### src/rtl/hte_pkg.sv
// constants, types and cause helper shared by the trap-entry block
package hte_pkg;
  localparam int XLEN = 64;
  localparam int CODE_W = 6;
  localparam int IRQ_W = 16;
  typedef enum logic [1:0] {HTE_TO_M, HTE_TO_HS, HTE_TO_VS} hte_target_t;
  localparam logic [1:0] PRIV_U = 2'h0;
  localparam logic [1:0] PRIV_S = 2'h1;
  localparam logic [1:0] PRIV_M = 2'h3;
  localparam logic [1:0] RST_PRIV = PRIV_M;
  localparam logic [1:0] RST_MPP = PRIV_U;
  localparam logic RST_IE = 1'h0;
  // interrupt codes
  localparam logic [5:0] IRQ_SSI = 6'h01;
  localparam logic [5:0] IRQ_VSSI = 6'h02;
  localparam logic [5:0] IRQ_MSI = 6'h03;
  localparam logic [5:0] IRQ_STI = 6'h05;
  localparam logic [5:0] IRQ_VSTI = 6'h06;
  localparam logic [5:0] IRQ_MTI = 6'h07;
  localparam logic [5:0] IRQ_SEI = 6'h09;
  localparam logic [5:0] IRQ_VSEI = 6'h0a;
  localparam logic [5:0] IRQ_MEI = 6'h0b;
  localparam logic [5:0] IRQ_SGEI = 6'h0c;
  localparam int IRQ_NUM = 10;
  // index 0 is the highest priority
  localparam logic [5:0] IRQ_ORDER [IRQ_NUM] = '{IRQ_MEI, IRQ_MSI, IRQ_MTI, IRQ_SEI, IRQ_SSI,
    IRQ_STI, IRQ_SGEI, IRQ_VSEI, IRQ_VSSI, IRQ_VSTI};
  // codes 0, 4, 8, 13..15
  localparam logic [15:0] IRQ_RSVD_MASK = 16'he111;
  // exception codes
  localparam logic [5:0] EXC_ILLEGAL = 6'h02;
  localparam logic [5:0] ENVIRONMENT_CALL_INSTR_U = 6'h08;
  localparam logic [5:0] ENVIRONMENT_CALL_INSTR_HS = 6'h09;
  localparam logic [5:0] ENVIRONMENT_CALL_INSTR_VS = 6'h0a;
  localparam logic [5:0] ENVIRONMENT_CALL_INSTR_M = 6'h0b;
  localparam logic [5:0] GPF_INSTR = 6'h14;
  localparam logic [5:0] GPF_LOAD = 6'h15;
  localparam logic [5:0] GPF_STORE = 6'h17;
  // codes 14, 16..19, 22, 32..47
  localparam logic [63:0] EXC_RSVD_MASK = 64'h0000_ffff_004f_4000;
  localparam int GPA_SHIFT = 2;
  // wfi time limit in guest and user modes
  localparam int CLK_PERIOD_NS = 50;
  localparam int WFI_LIMIT_NS = 10000;
  localparam int WFI_LIMIT_CYC = WFI_LIMIT_NS / CLK_PERIOD_NS;
  localparam int WFI_CNT_W = 8;
  localparam logic [WFI_CNT_W-1:0] WFI_LAST = WFI_CNT_W'(WFI_LIMIT_CYC - 1);

  function automatic logic [XLEN-1:0] hte_cause(input logic is_int, input logic [CODE_W-1:0] code);
    return {is_int, {(XLEN-CODE_W-1){1'b0}}, code};
  endfunction
endpackage

### src/rtl/hte_trap_if.sv
// trap request passed between cause encoder, delegation and trap entry
`timescale 1ns/1ps
`default_nettype none
interface hte_trap_if;
  logic valid;
  logic is_int;
  logic [hte_pkg::CODE_W-1:0] code;
  logic gpf;
  hte_pkg::hte_target_t target;
  modport enc (output valid, is_int, code, gpf);
  modport dlg (input valid, is_int, code, gpf, output target);
  modport core (input valid, is_int, code, gpf, target);
endinterface
`default_nettype wire

### src/rtl/hte_cause_enc.sv
// picks the trap to take and encodes its cause
`timescale 1ns/1ps
`default_nettype none
module hte_cause_enc (
  hte_trap_if.enc trap,
  input wire logic [1:0] priv,
  input wire logic virt,
  input wire logic [15:0] int_pending,
  input wire logic exc_valid,
  input wire logic [5:0] exc_code,
  input wire logic environment_call_instr_valid,
  input wire logic wfi_timeout
);
  logic [15:0] pend;
  logic irq_hit;
  logic [5:0] irq_code;
  logic [5:0] environment_call_instr_code;
  logic exc_ok;

  // lowest priority first so the highest pending one wins
  always_comb
  begin
    pend = int_pending & ~hte_pkg::IRQ_RSVD_MASK;
    irq_hit = 1'b0;
    irq_code = 6'h00;
    for (int i = hte_pkg::IRQ_NUM - 1; i >= 0; i--)
    begin
      if (pend[hte_pkg::IRQ_ORDER[i][3:0]])
      begin
        irq_hit = 1'b1;
        irq_code = hte_pkg::IRQ_ORDER[i];
      end
    end
  end

  always_comb
  begin
    if (priv == hte_pkg::PRIV_M)
      environment_call_instr_code = hte_pkg::ENVIRONMENT_CALL_INSTR_M;
    else if (priv == hte_pkg::PRIV_U)
      environment_call_instr_code = hte_pkg::ENVIRONMENT_CALL_INSTR_U;
    else if (virt)
      environment_call_instr_code = hte_pkg::ENVIRONMENT_CALL_INSTR_VS;
    else
      environment_call_instr_code = hte_pkg::ENVIRONMENT_CALL_INSTR_HS;
  end

  // reserved codes are never generated; such a report is dropped
  assign exc_ok = exc_valid && !hte_pkg::EXC_RSVD_MASK[exc_code];

  always_comb
  begin
    trap.valid = irq_hit || wfi_timeout || environment_call_instr_valid || exc_ok;
    trap.is_int = irq_hit;
    trap.gpf = 1'b0;
    if (irq_hit)
      trap.code = irq_code;
    else if (wfi_timeout)
      trap.code = hte_pkg::EXC_ILLEGAL;
    else if (environment_call_instr_valid)
      trap.code = environment_call_instr_code;
    else if (exc_ok)
    begin
      trap.code = exc_code;
      trap.gpf = exc_code == hte_pkg::GPF_INSTR || exc_code == hte_pkg::GPF_LOAD
        || exc_code == hte_pkg::GPF_STORE;
    end
    else
      trap.code = 6'h00;
  end
endmodule
`default_nettype wire

### src/rtl/hte_deleg.sv
// chooses the privilege that takes the trap
`timescale 1ns/1ps
`default_nettype none
module hte_deleg (
  hte_trap_if.dlg trap,
  input wire logic [1:0] priv,
  input wire logic virt,
  input wire logic [63:0] mach_exc_deleg,
  input wire logic [63:0] mach_int_deleg,
  input wire logic [63:0] hyp_exc_deleg,
  input wire logic [63:0] hyp_int_deleg
);
  logic m_del;
  logic h_del;

  always_comb
  begin
    m_del = trap.is_int ? mach_int_deleg[trap.code] : mach_exc_deleg[trap.code];
    // guest-page faults stop at the hypervisor level
    h_del = trap.is_int ? hyp_int_deleg[trap.code] : hyp_exc_deleg[trap.code] && !trap.gpf;
    if (priv == hte_pkg::PRIV_M || !m_del)
      trap.target = hte_pkg::HTE_TO_M;
    else if (!virt || !h_del)
      trap.target = hte_pkg::HTE_TO_HS;
    else
      trap.target = hte_pkg::HTE_TO_VS;
  end
endmodule
`default_nettype wire

### src/rtl/hte_trap_entry.sv
// trap entry state of a hart with hypervisor support
// What this block does
// - guest-mode wait for interrupt traps illegal unless woken within a bounded time
// - guest supervisor and guest user wait behaves as in user mode
// - virtual supervisor software interrupt reports interrupt code 2
// - virtual supervisor timer interrupt reports interrupt code 6
// - virtual supervisor external interrupt reports interrupt code 10
// - supervisor guest external interrupt reports interrupt code 12
// - interrupt codes 0, 4, 8, 13..15 reserved; 16 and up platform
// - guest-page faults report exception codes 20, 21, 23; 22 reserved
// - environment call from guest supervisor is 10, from hypervisor level 9
// - environment call from user or guest user is 8, machine is 11
// - custom and reserved exception codes; reserved ones are never raised
// - hypervisor or user traps go to machine unless machine-delegated
// - guest traps go machine, then hypervisor, then guest by delegation
// - machine entry clears guest context and records prior guest flag and privilege
// - machine entry updates address flag, enables and machine trap registers
// - machine return ignores prior guest flag when prior privilege is 3
// - hypervisor entry clears guest context and records prior flag and privilege
// - prior guest privilege copied only when guest context was set
// - hypervisor entry updates address flag, enables and supervisor trap registers
// - guest entry records prior privilege, keeps hypervisor status and guest context
// - guest entry updates guest enables, pc, cause and value
// - guest-page fault second value is zero or guest address shifted by two
// - guest-page faults delegate only down to the hypervisor level
// - interrupts write zero to the trap instruction register
`timescale 1ns/1ps
`default_nettype none
module hte_trap_entry (
  input wire logic core_clk,
  input wire logic rst,
  input wire logic [15:0] int_pending,
  input wire logic exc_valid,
  input wire logic [5:0] exc_code,
  input wire logic environment_call_instr_valid,
  input wire logic wfi_valid,
  input wire logic wfi_wake,
  input wire logic mret_valid,
  input wire logic [63:0] trap_pc,
  input wire logic [63:0] trap_tval,
  input wire logic [63:0] trap_gpa,
  input wire logic [63:0] trap_tinst,
  input wire logic trap_gva,
  input wire logic [63:0] mach_exc_deleg,
  input wire logic [63:0] mach_int_deleg,
  input wire logic [63:0] hyp_exc_deleg,
  input wire logic [63:0] hyp_int_deleg,
  input wire logic ie_wr_en,
  input wire logic [2:0] ie_wr_val,
  output var logic [1:0] privilege,
  output var logic guest_context_flag,
  output var logic wfi_waiting,
  output var logic trap_taken,
  output var hte_pkg::hte_target_t trap_target,
  output var logic [63:0] trap_cause,
  output var logic machine_prior_guest_flag,
  output var logic [1:0] machine_prior_privilege,
  output var logic guest_address_flag,
  output var logic machine_prior_int_enable,
  output var logic machine_int_enable,
  output var logic [63:0] machine_exception_pc,
  output var logic [63:0] machine_trap_cause,
  output var logic [63:0] machine_trap_value,
  output var logic [63:0] machine_trap_value_two,
  output var logic [63:0] machine_trap_instr,
  output var logic sup_prior_guest_flag,
  output var logic sup_prior_privilege,
  output var logic sup_prior_guest_privilege,
  output var logic hyp_guest_address_flag,
  output var logic sup_prior_int_enable,
  output var logic sup_int_enable,
  output var logic [63:0] sup_exception_pc,
  output var logic [63:0] sup_trap_cause,
  output var logic [63:0] sup_trap_value,
  output var logic [63:0] hyp_trap_value,
  output var logic [63:0] hyp_trap_instr,
  output var logic guest_prior_privilege,
  output var logic guest_prior_int_enable,
  output var logic guest_int_enable,
  output var logic [63:0] guest_sup_exception_pc,
  output var logic [63:0] guest_sup_trap_cause,
  output var logic [63:0] guest_sup_trap_value
);
  hte_trap_if trap_bus ();
  logic [hte_pkg::WFI_CNT_W-1:0] wfi_cnt_reg;
  logic wfi_timed;
  logic wfi_timeout;
  logic take;
  logic to_m;
  logic to_hs;
  logic to_vs;
  logic ret;
  logic [63:0] cause;
  logic [63:0] gpa_val;
  logic [63:0] tinst_val;

  hte_cause_enc u_enc (
    .trap(trap_bus.enc),
    .priv(privilege),
    .virt(guest_context_flag),
    .int_pending(int_pending),
    .exc_valid(exc_valid),
    .exc_code(exc_code),
    .environment_call_instr_valid(environment_call_instr_valid),
    .wfi_timeout(wfi_timeout)
  );

  hte_deleg u_deleg (
    .trap(trap_bus.dlg),
    .priv(privilege),
    .virt(guest_context_flag),
    .mach_exc_deleg(mach_exc_deleg),
    .mach_int_deleg(mach_int_deleg),
    .hyp_exc_deleg(hyp_exc_deleg),
    .hyp_int_deleg(hyp_int_deleg)
  );

  assign take = trap_bus.valid;
  assign to_m = take && trap_bus.target == hte_pkg::HTE_TO_M;
  assign to_hs = take && trap_bus.target == hte_pkg::HTE_TO_HS;
  assign to_vs = take && trap_bus.target == hte_pkg::HTE_TO_VS;
  // a trap in the same cycle wins over a return
  assign ret = mret_valid && !take;
  assign cause = hte_pkg::hte_cause(trap_bus.is_int, trap_bus.code);
  assign gpa_val = trap_bus.gpf ? trap_gpa >> hte_pkg::GPA_SHIFT : 64'h0000_0000_0000_0000;
  assign tinst_val = trap_bus.is_int ? 64'h0000_0000_0000_0000 : trap_tinst;

  // hypervisor level waits forever; guest and user levels are bounded
  assign wfi_timed = guest_context_flag || privilege == hte_pkg::PRIV_U;
  assign wfi_timeout = wfi_waiting && wfi_timed && !wfi_wake
    && wfi_cnt_reg == hte_pkg::WFI_LAST;

  always_ff @(posedge core_clk)
  begin
    if (rst)
    begin
      wfi_waiting <= 1'b0;
      wfi_cnt_reg <= '0;
    end
    else if (take || wfi_wake)
    begin
      wfi_waiting <= 1'b0;
      wfi_cnt_reg <= '0;
    end
    else if (wfi_valid)
    begin
      wfi_waiting <= 1'b1;
      wfi_cnt_reg <= '0;
    end
    else if (wfi_waiting && wfi_timed)
      wfi_cnt_reg <= wfi_cnt_reg + 1'b1;
  end

  always_ff @(posedge core_clk)
  begin
    if (rst)
    begin
      privilege <= hte_pkg::RST_PRIV;
      guest_context_flag <= 1'b0;
    end
    else if (to_m)
    begin
      privilege <= hte_pkg::PRIV_M;
      guest_context_flag <= 1'b0;
    end
    else if (to_hs)
    begin
      privilege <= hte_pkg::PRIV_S;
      guest_context_flag <= 1'b0;
    end
    else if (to_vs)
      privilege <= hte_pkg::PRIV_S;
    else if (ret)
    begin
      privilege <= machine_prior_privilege;
      guest_context_flag <= machine_prior_privilege != hte_pkg::PRIV_M
        && machine_prior_guest_flag;
    end
  end

  always_ff @(posedge core_clk)
  begin
    if (rst)
    begin
      trap_taken <= 1'b0;
      trap_target <= hte_pkg::HTE_TO_M;
      trap_cause <= '0;
    end
    else
    begin
      trap_taken <= take;
      if (take)
      begin
        trap_target <= trap_bus.target;
        trap_cause <= cause;
      end
    end
  end

  // machine status fields
  always_ff @(posedge core_clk)
  begin
    if (rst)
    begin
      machine_prior_guest_flag <= 1'b0;
      machine_prior_privilege <= hte_pkg::RST_MPP;
      guest_address_flag <= 1'b0;
      machine_prior_int_enable <= hte_pkg::RST_IE;
      machine_int_enable <= hte_pkg::RST_IE;
    end
    else if (to_m)
    begin
      machine_prior_guest_flag <= guest_context_flag;
      machine_prior_privilege <= privilege;
      guest_address_flag <= trap_gva;
      machine_prior_int_enable <= machine_int_enable;
      machine_int_enable <= 1'b0;
    end
    else if (ret)
    begin
      machine_prior_guest_flag <= 1'b0;
      machine_prior_privilege <= hte_pkg::PRIV_U;
      machine_prior_int_enable <= 1'b1;
      machine_int_enable <= machine_prior_int_enable;
    end
    else if (ie_wr_en)
      machine_int_enable <= ie_wr_val[0];
  end

  always_ff @(posedge core_clk)
  begin
    if (rst)
    begin
      machine_exception_pc <= '0;
      machine_trap_cause <= '0;
      machine_trap_value <= '0;
      machine_trap_value_two <= '0;
      machine_trap_instr <= '0;
    end
    else if (to_m)
    begin
      machine_exception_pc <= trap_pc;
      machine_trap_cause <= cause;
      machine_trap_value <= trap_tval;
      machine_trap_value_two <= gpa_val;
      machine_trap_instr <= tinst_val;
    end
  end

  // hypervisor-level status fields
  always_ff @(posedge core_clk)
  begin
    if (rst)
    begin
      sup_prior_guest_flag <= 1'b0;
      sup_prior_privilege <= 1'b0;
      sup_prior_guest_privilege <= 1'b0;
      hyp_guest_address_flag <= 1'b0;
      sup_prior_int_enable <= hte_pkg::RST_IE;
      sup_int_enable <= hte_pkg::RST_IE;
    end
    else if (to_hs)
    begin
      sup_prior_guest_flag <= guest_context_flag;
      sup_prior_privilege <= privilege[0];
      if (guest_context_flag)
        sup_prior_guest_privilege <= privilege[0];
      hyp_guest_address_flag <= trap_gva;
      sup_prior_int_enable <= sup_int_enable;
      sup_int_enable <= 1'b0;
    end
    else if (ie_wr_en)
      sup_int_enable <= ie_wr_val[1];
  end

  always_ff @(posedge core_clk)
  begin
    if (rst)
    begin
      sup_exception_pc <= '0;
      sup_trap_cause <= '0;
      sup_trap_value <= '0;
      hyp_trap_value <= '0;
      hyp_trap_instr <= '0;
    end
    else if (to_hs)
    begin
      sup_exception_pc <= trap_pc;
      sup_trap_cause <= cause;
      sup_trap_value <= trap_tval;
      hyp_trap_value <= gpa_val;
      hyp_trap_instr <= tinst_val;
    end
  end

  // guest status fields; hypervisor copies stay untouched
  always_ff @(posedge core_clk)
  begin
    if (rst)
    begin
      guest_prior_privilege <= 1'b0;
      guest_prior_int_enable <= hte_pkg::RST_IE;
      guest_int_enable <= hte_pkg::RST_IE;
    end
    else if (to_vs)
    begin
      guest_prior_privilege <= privilege[0];
      guest_prior_int_enable <= guest_int_enable;
      guest_int_enable <= 1'b0;
    end
    else if (ie_wr_en)
      guest_int_enable <= ie_wr_val[2];
  end

  always_ff @(posedge core_clk)
  begin
    if (rst)
    begin
      guest_sup_exception_pc <= '0;
      guest_sup_trap_cause <= '0;
      guest_sup_trap_value <= '0;
    end
    else if (to_vs)
    begin
      guest_sup_exception_pc <= trap_pc;
      guest_sup_trap_cause <= cause;
      guest_sup_trap_value <= trap_tval;
    end
  end
endmodule
`default_nettype wire

### config.mk
export PLATFORM = sky130hd
export DESIGN_NAME = hte_trap_entry
export DESIGN_NICKNAME = d
export VERILOG_FILES = /design/src/rtl/hte_pkg.sv /design/src/rtl/hte_trap_if.sv /design/src/rtl/hte_cause_enc.sv /design/src/rtl/hte_deleg.sv /design/src/rtl/hte_trap_entry.sv
export SDC_FILE = /design/constraint.sdc
export NUM_CORES = 1
export LEC_CHECK = 0
export BUFFER_PORTS_ARGS = -buffer_cell sky130_fd_sc_hd__buf_4
export CAP_MARGIN = 30
export CORE_AREA = 10 10 566 568
export CTS_CLUSTER_DIAMETER = 80
export CTS_CLUSTER_SIZE = 25
export DETAILED_ROUTE_END_ITERATION = 6
export DIE_AREA = 0 0 576 578
export PLACE_DENSITY = 0.3
export SETUP_SLACK_MARGIN = 0.1
export SYNTH_ARGS = -nofsm -noshare
export SYNTH_HDL_FRONTEND = slang
export SYNTH_SLANG_ARGS = --single-unit
### constraint.sdc
create_clock -name core_clk -period 9.7 [get_ports core_clk]
set_input_delay 1.94 -clock core_clk [delete_from_list [all_inputs] [get_ports core_clk]]
set_output_delay 1.94 -clock core_clk [all_outputs]
set_load 0.02 [all_outputs]
==> results of run 1 <==
[synth_stat cells (3+ instances only)]
master / count
o211a_1: 6
o211ai_1: 5
nor3_1: 146
a31o_2: 90
a21o_1: 3
nor2_1: 48
a2111oi_0: 13
a21oi_1: 544
xor2_1: 6
and2_1: 3
a221oi_1: 3
a311oi_1: 4
clkbuf_1: 200
and4_1: 3
a32o_1: 3
a211oi_1: 42
and3_1: 4
nor4_1: 10
buf_2: 131
a31o_1: 45
inv_1: 26
a31oi_1: 7
o31ai_1: 4
a22oi_1: 4
nand2_1: 445
buf_1: 28
nand3_1: 525
a32oi_1: 3
buf_4: 242
nand4_1: 6
mux2i_1: 31
dfxtp_1: 694
mux4_2: 7
o21ai_0: 275
[path summary, 6_finish.rpt]
path | startpoint | cells after the start | slack [ns] | end
min | machine_trap_value[9] | 2 | 0.46 | machine_trap_value[9]
min reg2reg | machine_trap_value[9] | 2 | 0.46 | machine_trap_value[9]
max | int_pending[7] | 15 | 2.39 | hyp_trap_instr[20]
max reg2reg | privilege[0] | 14 | 3.18 | sup_trap_cause[63]
[per-stage QoR]
step	utilization	hold slack [ns]	total power, mW
finish	0.1452	0.4563	6.962
global route	0.1450	0.4696	7.258
CTS	0.1449	0.4582	7.144
detailed placement	0.1354	0.4449	3.548
global placement	0.1352	0.4425	3.545
floorplan	-	0.4536	3.271
[worst min-delay path, stage by stage, from the launching register on]
cell and delay (ns):
dfxtp_1 0.31, nand2_1 0.05, a21oi_1 0.05
[metal layers]
layer	share of wire	vias up
li1	-	14320
met5	0.0014	-
met1	0.36	15190
met2	0.48	1247
met3	0.13	262
met4	0.025	46
[power by group through the flow]
stage	clock network (mW)	logic [mW]	registers (mW)
CTS	3.66	0.583	2.90
global placement	0	0.580	2.97
finish	3.49	0.575	2.90
detailed placement	0	0.582	2.97
floorplan	0	0.270	3.00
global route	3.74	0.617	2.90
[kinds of logic (layout without fill, tap and decap cells)]
kind of cell | after synthesis | count (layout) | share of synthesized area
xor gates and xnor gates | 7 | 7 | 0.002063
muxes | 40 | 40 | 0.01650
other | 1 | 263 | 0.0001262
DFF | 694 | 694 | 0.4675
and+or+nand+nor | 1206 | 1206 | 0.1856
AOI/OAI and AO/OA | 1074 | 1074 | 0.2113
adders and majority gates | 3 | 3 | 0.001095
buffers and inverters | 629 | 1367 | 0.1158
[cell type report]
cell class / instances / area (um2)
fillers: 35470 / 263600
flip-flops and latches: 694 / 13890
multi-input cells: 2562 / 13390
repair buffers: 1189 / 9196
well taps: 4120 / 5155
clock buffers: 95 / 2236
clock inverters: 56 / 701.9
inverters: 27 / 108.9
diodes: 31 / 77.57
==> impl_metrics.toml, run 1 <==
[run_status]
status = "finished, final reports clean"

[setup_path]
critPathMaxFanout = 69
cp_common_cell = "buf_4"
start_kind = "input pin"
end_kind = "flop"
path_cells = "buf_4 > nor3_1 > nand4_1 > buf_4 > a21o_1 > nor2_2 > buf_4 > nand2_1 > nand3_1 > a31oi_1 > o21ai_0 > a32o_4 > buf_4 > nor3_1 > a31o_2"
cpPeakStageDelay_ns = 0.81
critPathKind = "input pin to flop"
crit_slowest_cell = "nor2_2"
required_ns = 10.37
crit_arrival_ns = 7.97
critPathTopFamily = "compound AO/OA/AOI/OAI gates"
cp.buffers_inverters = 4

[yosys]
ys_seq_area_frac = 0.4675
synth.area.top_cells = "dfxtp_1 (47%), a21oi_1 (9.2%), nand3_1 (8.8%), buf_4 (6.1%), nand2_1 (5.6%)"
syn_avg_cell_area_um2 = 8.133
syn_area_um2 = 29720
synthArstFlopShare = 0
netlist_instances = 3654
synth-edff-count = 0
yosysTopAreaCellShare = 0.4675
ys.flop_type = "dfxtp_1"
synth_top_area_cell = "dfxtp_1"
ys_seq_elements = 694
synth-warning-count = 0
ys_types = 71

[clock_network]
cts-root-buf = "clkbuf_16"
post-cts-setup-buffers = 0
cts_buffer_depth = 4
clock_latency_ns = 0.83
htreeDepth = 3
cts.sinks = 694
cts_tree = "yes"
cts_resized = 0
clk_pin_slew_ns = 0.07
postCtsHoldBufs = 0
numCtsBuffers = 85

[place]
port_buffers = 1119
numPlacedInstances = 8592
dpl_cell_area_um2 = 41750
dp_slack_ns = 1.503
gp_congestion = 0.8026
dp_hpwl_mm = 164.1

[global_routing]
grt_antenna_before_repair = 74
grt_use_met1 = 0.1275
gr-usage-met2 = 0.2094
grt_max_degree = 189
grt_pass1_vias = 31180
grt_pass1_wl_mm = 286.7
gr-total-overflow = 0
gr-max-usage-layer = "met2"
grt_use_total = 0.1216
met3_usage = 0.07051

[floorplanning]
die_y_um = 578
fp.coreArea_um2 = 308300
rows = 204
die_area_um2 = 332900
io-pin-count = 1464
fp.dieW_um = 576
start_util = 0.09639

[power_and_ir_drop]
ir_drop_uv = 107.2
power_density_nw_per_um2 = 155.5
p_sw_mw = 2.008
power.share.sequential = 0.416
power.leakage_nw = 17.12
comb_power_share = 0.083
pwr-share-clk = 0.501
internal-power_mw = 4.954
sw_frac_of_total = 0.2884

[sta]
slew_headroom = 0.002050
skew_ns = 0.08057
clock.fmax_mhz = 136.9
setup_viol_count_final = 0
hold_violations = 0
drv_slew = 0
tns_ns = 0
fin_crit_sh = 0.7532
tightest_slew_ns = 1.497
fin_crit_ns = 7.306
setup_ws_ns = 2.394
rsz0062_at_grt = "no"

[finish]
fin_nets = 5106
final_cells = 8774
fin_area_um2 = 44760
layout-drive-gt1-share = 0.3154
area_delta_synth_final_pct = 50.62
final_cell_mix = "buf_4 (1,167), dfxtp_1 (694), a21oi_1 (542)"
layout_commonest_cell = "buf_4"

[drt]
drt-pass1-iter-count = 5
routedWlPerCell_um = 24.68
vias_per_cell = 3.541
ant_nets = 0
wl_mm = 216.6
drt_iter0_markers = 1809
vias = 31070
drc = 0

[worst_hold_path]
hp-class = "flop to flop"

[job]
maxCapViolCount = 0
Power figures use the tool's default switching activity.
==> inputs of run 2 (changes only) <==
- ABC_AREA: default -> 1
- CORE_AREA: 10 10 566 568 -> 10 10 557 559
- DIE_AREA: 0 0 576 578 -> 0 0 567 569
- clock period: 9.7 -> 6.95 ns (I/O delays scaled with it)
==> run 2 against run 1 <==
  * Clock-buffer cell count is 4 lower
  * Combinational power is 43% higher
  * Clock skew is 0.029 ns higher
  * Highest routed layer unchanged
  * Critical endpoint is now hyp_trap_value[7]
  * Non-clock buffer count is 57 higher
==> impl_metrics.toml, run 2 <==
[run_status]
status = "finished, final reports clean"

[yosys]
synth_common_cells = "nor2_1 (1,080), dfxtp_1 (694), o21ai_0 (518)"
synth_top_area_cell = "dfxtp_1"
ys_seq_area_frac = 0.4824
syn_avg_cell_area_um2 = 7.369
ys_types = 38
synthArstFlopShare = 0
netlist_instances = 3908
ys.flop_type = "dfxtp_1"
synth-edff-count = 0
post-synth-top-count-cell = "nor2_1"
yosysTopAreaCellShare = 0.4824
ys_seq_elements = 694
synth-warning-count = 0
synth.area.top_cells = "dfxtp_1 (48%), nor2_1 (14%), o21ai_0 (9.0%), buf_4 (6.2%), nand3_1 (4.3%)"
syn_area_um2 = 28800

[setup_path]
cpPeakStageDelay_ns = 0.71
critPathKind = "flop to flop"
r2r-start = "privilege[1]"
cp.buffers_inverters = 2
r2r_end = "hyp_trap_value[7]"
crit_path_start = "privilege[1]"
crit_slowest_cell = "buf_4"
critPathMaxFanout = 69
crit_arrival_ns = 6.21
start_kind = "flop"
cp_common_cell = "nand3_1"
reg2reg_slack_ns = 1.41
path_cells = "nor2_1 > nor2_1 > nor2_1 > nand3_1 > nand2_2 > nor2_1 > nand2_2 > nand2_4 > buf_4 > nand2_1 > nand3_1 > nand3_1 > nand3_1 > nand3_1 > nand3_1 > nand2_1 > nand2_2 > nand3_4 > nor2_4 > buf_4 > o21ai_0 > nor2_1"
end_kind = "flop"
rr_worst_depth = 22
critPathTopFamily = "simple AND/OR/NAND/NOR gates"
required_ns = 7.62

[place]
port_buffers = 1159
dpl_cell_area_um2 = 41260
dp_hpwl_mm = 165.4
numPlacedInstances = 8810
gp_congestion = 0.8129

[drt]
drt_iter0_markers = 1567
drc = 0
drt-pass1-iter-count = 5
ant_nets = 0
vias = 30410
vias_per_cell = 3.386
wl_mm = 211.7
routedWlPerCell_um = 23.57

[clock_network]
post-cts-setup-buffers = 0
clock_latency_ns = 0.81
cts-root-buf = "clkbuf_16"
htreeDepth = 3
cts_buffer_depth = 4
cts_resized = 0
cts.sinks = 694
cts_tree = "yes"
clk_pin_slew_ns = 0.07
postCtsHoldBufs = 0
numCtsBuffers = 81

[floorplanning]
fp.dieW_um = 567
die_y_um = 569
io-pin-count = 1464
fp.coreArea_um2 = 298800
die_area_um2 = 322600
start_util = 0.09639
rows = 201

[power_and_ir_drop]
pwr-share-clk = 0.493
ir_drop_uv = 145.3
power.leakage_nw = 20.06
power.share.sequential = 0.421
sw_frac_of_total = 0.2851
p_sw_mw = 2.737
internal-power_mw = 6.863
comb_power_share = 0.086
power_density_nw_per_um2 = 217.3

[global_routing]
grt_max_degree = 196
grt_pass1_wl_mm = 282.0
grt_use_total = 0.1239
grt_pass1_vias = 31240
gr-total-overflow = 0
grt_antenna_before_repair = 67

[sta]
fin_crit_ns = 5.541
tns_ns = 0
clock.fmax_mhz = 180.5
slew_headroom = 0.2744
rsz0062_at_grt = "no"
fin_crit_sh = 0.7973
hold_violations = 0
tightest_slew_ns = 1.088
skew_ns = 0.1099
setup_viol_count_final = 0
drv_slew = 0

[worst_hold_path]
hp-class = "flop to flop"
worst_hold_path.num_cells = 2
hp-start = "trap_cause[5]"
hold_end = "trap_cause[5]"

[finish]
layout-drive-gt1-share = 0.2837
final_cells = 8982
final_cell_mix = "buf_4 (1,226), nor2_1 (1,079), dfxtp_1 (694)"
fin_nets = 5482
area_delta_synth_final_pct = 53.39
fin_area_um2 = 44170
layout_commonest_cell = "buf_4"

[job]
maxCapViolCount = 0
run 2: final cells by class:
| type | instances | area [um2] |
|---|---|---|
| inverter | 104 | 401.6 |
| multi-input combinational | 2808 | 12390 |
| antenna | 29 | 72.57 |
| clock buffer | 91 | 2136 |
| clock inverter | 52 | 706.9 |
| fill | 34500 | 254600 |
| sequential | 694 | 13890 |
| timing repair buffer | 1246 | 9619 |
| tap | 3958 | 4952 |
run 2: metrics by stage:
step	hold slack, ns	setup WS, ns	utilization	power [mW]
floorplan	0.4583	3.073	-	4.570
global placement	0.4462	0.5354	0.1379	4.964
detailed placement	0.4523	0.5889	0.1381	4.967
CTS	0.4680	1.247	0.1476	9.851
global route	0.4876	0.8720	0.1476	10.01
finish	0.4602	1.409	0.1478	9.600
run 2: power by group through the flow:
stage | combinational (mW) | clock (mW) | sequential, mW
after floorplan | 0.381 | 0 | 4.19
final | 0.821 | 4.73 | 4.05
after global routing | 0.890 | 5.07 | 4.05
after detailed placement | 0.830 | 0 | 4.14
after global placement | 0.828 | 0 | 4.14
after CTS | 0.831 | 4.97 | 4.05
run 2: layer usage:
layer | up-vias | global-route usage | wire [um] | part of all wire
met5 | - | 0 | 281 | 0.0013
met3 | 226 | 0.06953 | 26480 | 0.13
met1 | 14490 | 0.1362 | 81900 | 0.39
met2 | 1205 | 0.2071 | 97340 | 0.46
li1 | 14450 | - | - | -
met4 | 42 | 0.03081 | 5674 | 0.027
run 2: how the worst max path moves through the flow:
| stage | to | slack, ns | depth (start not counted) |
|---|---|---|---|
| finish | hyp_trap_value[7] | 1.41 | 22 |
| global route | hyp_trap_value[7] | 0.87 | 22 |
| CTS | hyp_trap_value[5] | 1.25 | 22 |
| detailed placement | hyp_trap_value[5] | 0.59 | 22 |
| global placement | hyp_trap_value[27] | 0.54 | 22 |
| floorplan | guest_sup_exception_pc[41] | 3.07 | 19 |
run 2: cell families after synthesis:
logic type	Yosys count	synth area share
other	1	0.0001302
AND/OR/NAND/NOR	1718	0.2457
multiplexers	3	0.001043
buffers and inverters	637	0.1199
adder cells (fa/ha/maj)	1	0.0004344
AO/OA/AOI/OAI	853	0.1500
XOR/XNOR	1	0.0003042
flip-flops	694	0.4824
run 2: tightest hold or removal path, cell delays in order (launching register included):
cell and delay (ns):
dfxtp_1 0.33, nand2_1 0.05, o21ai_0 0.05
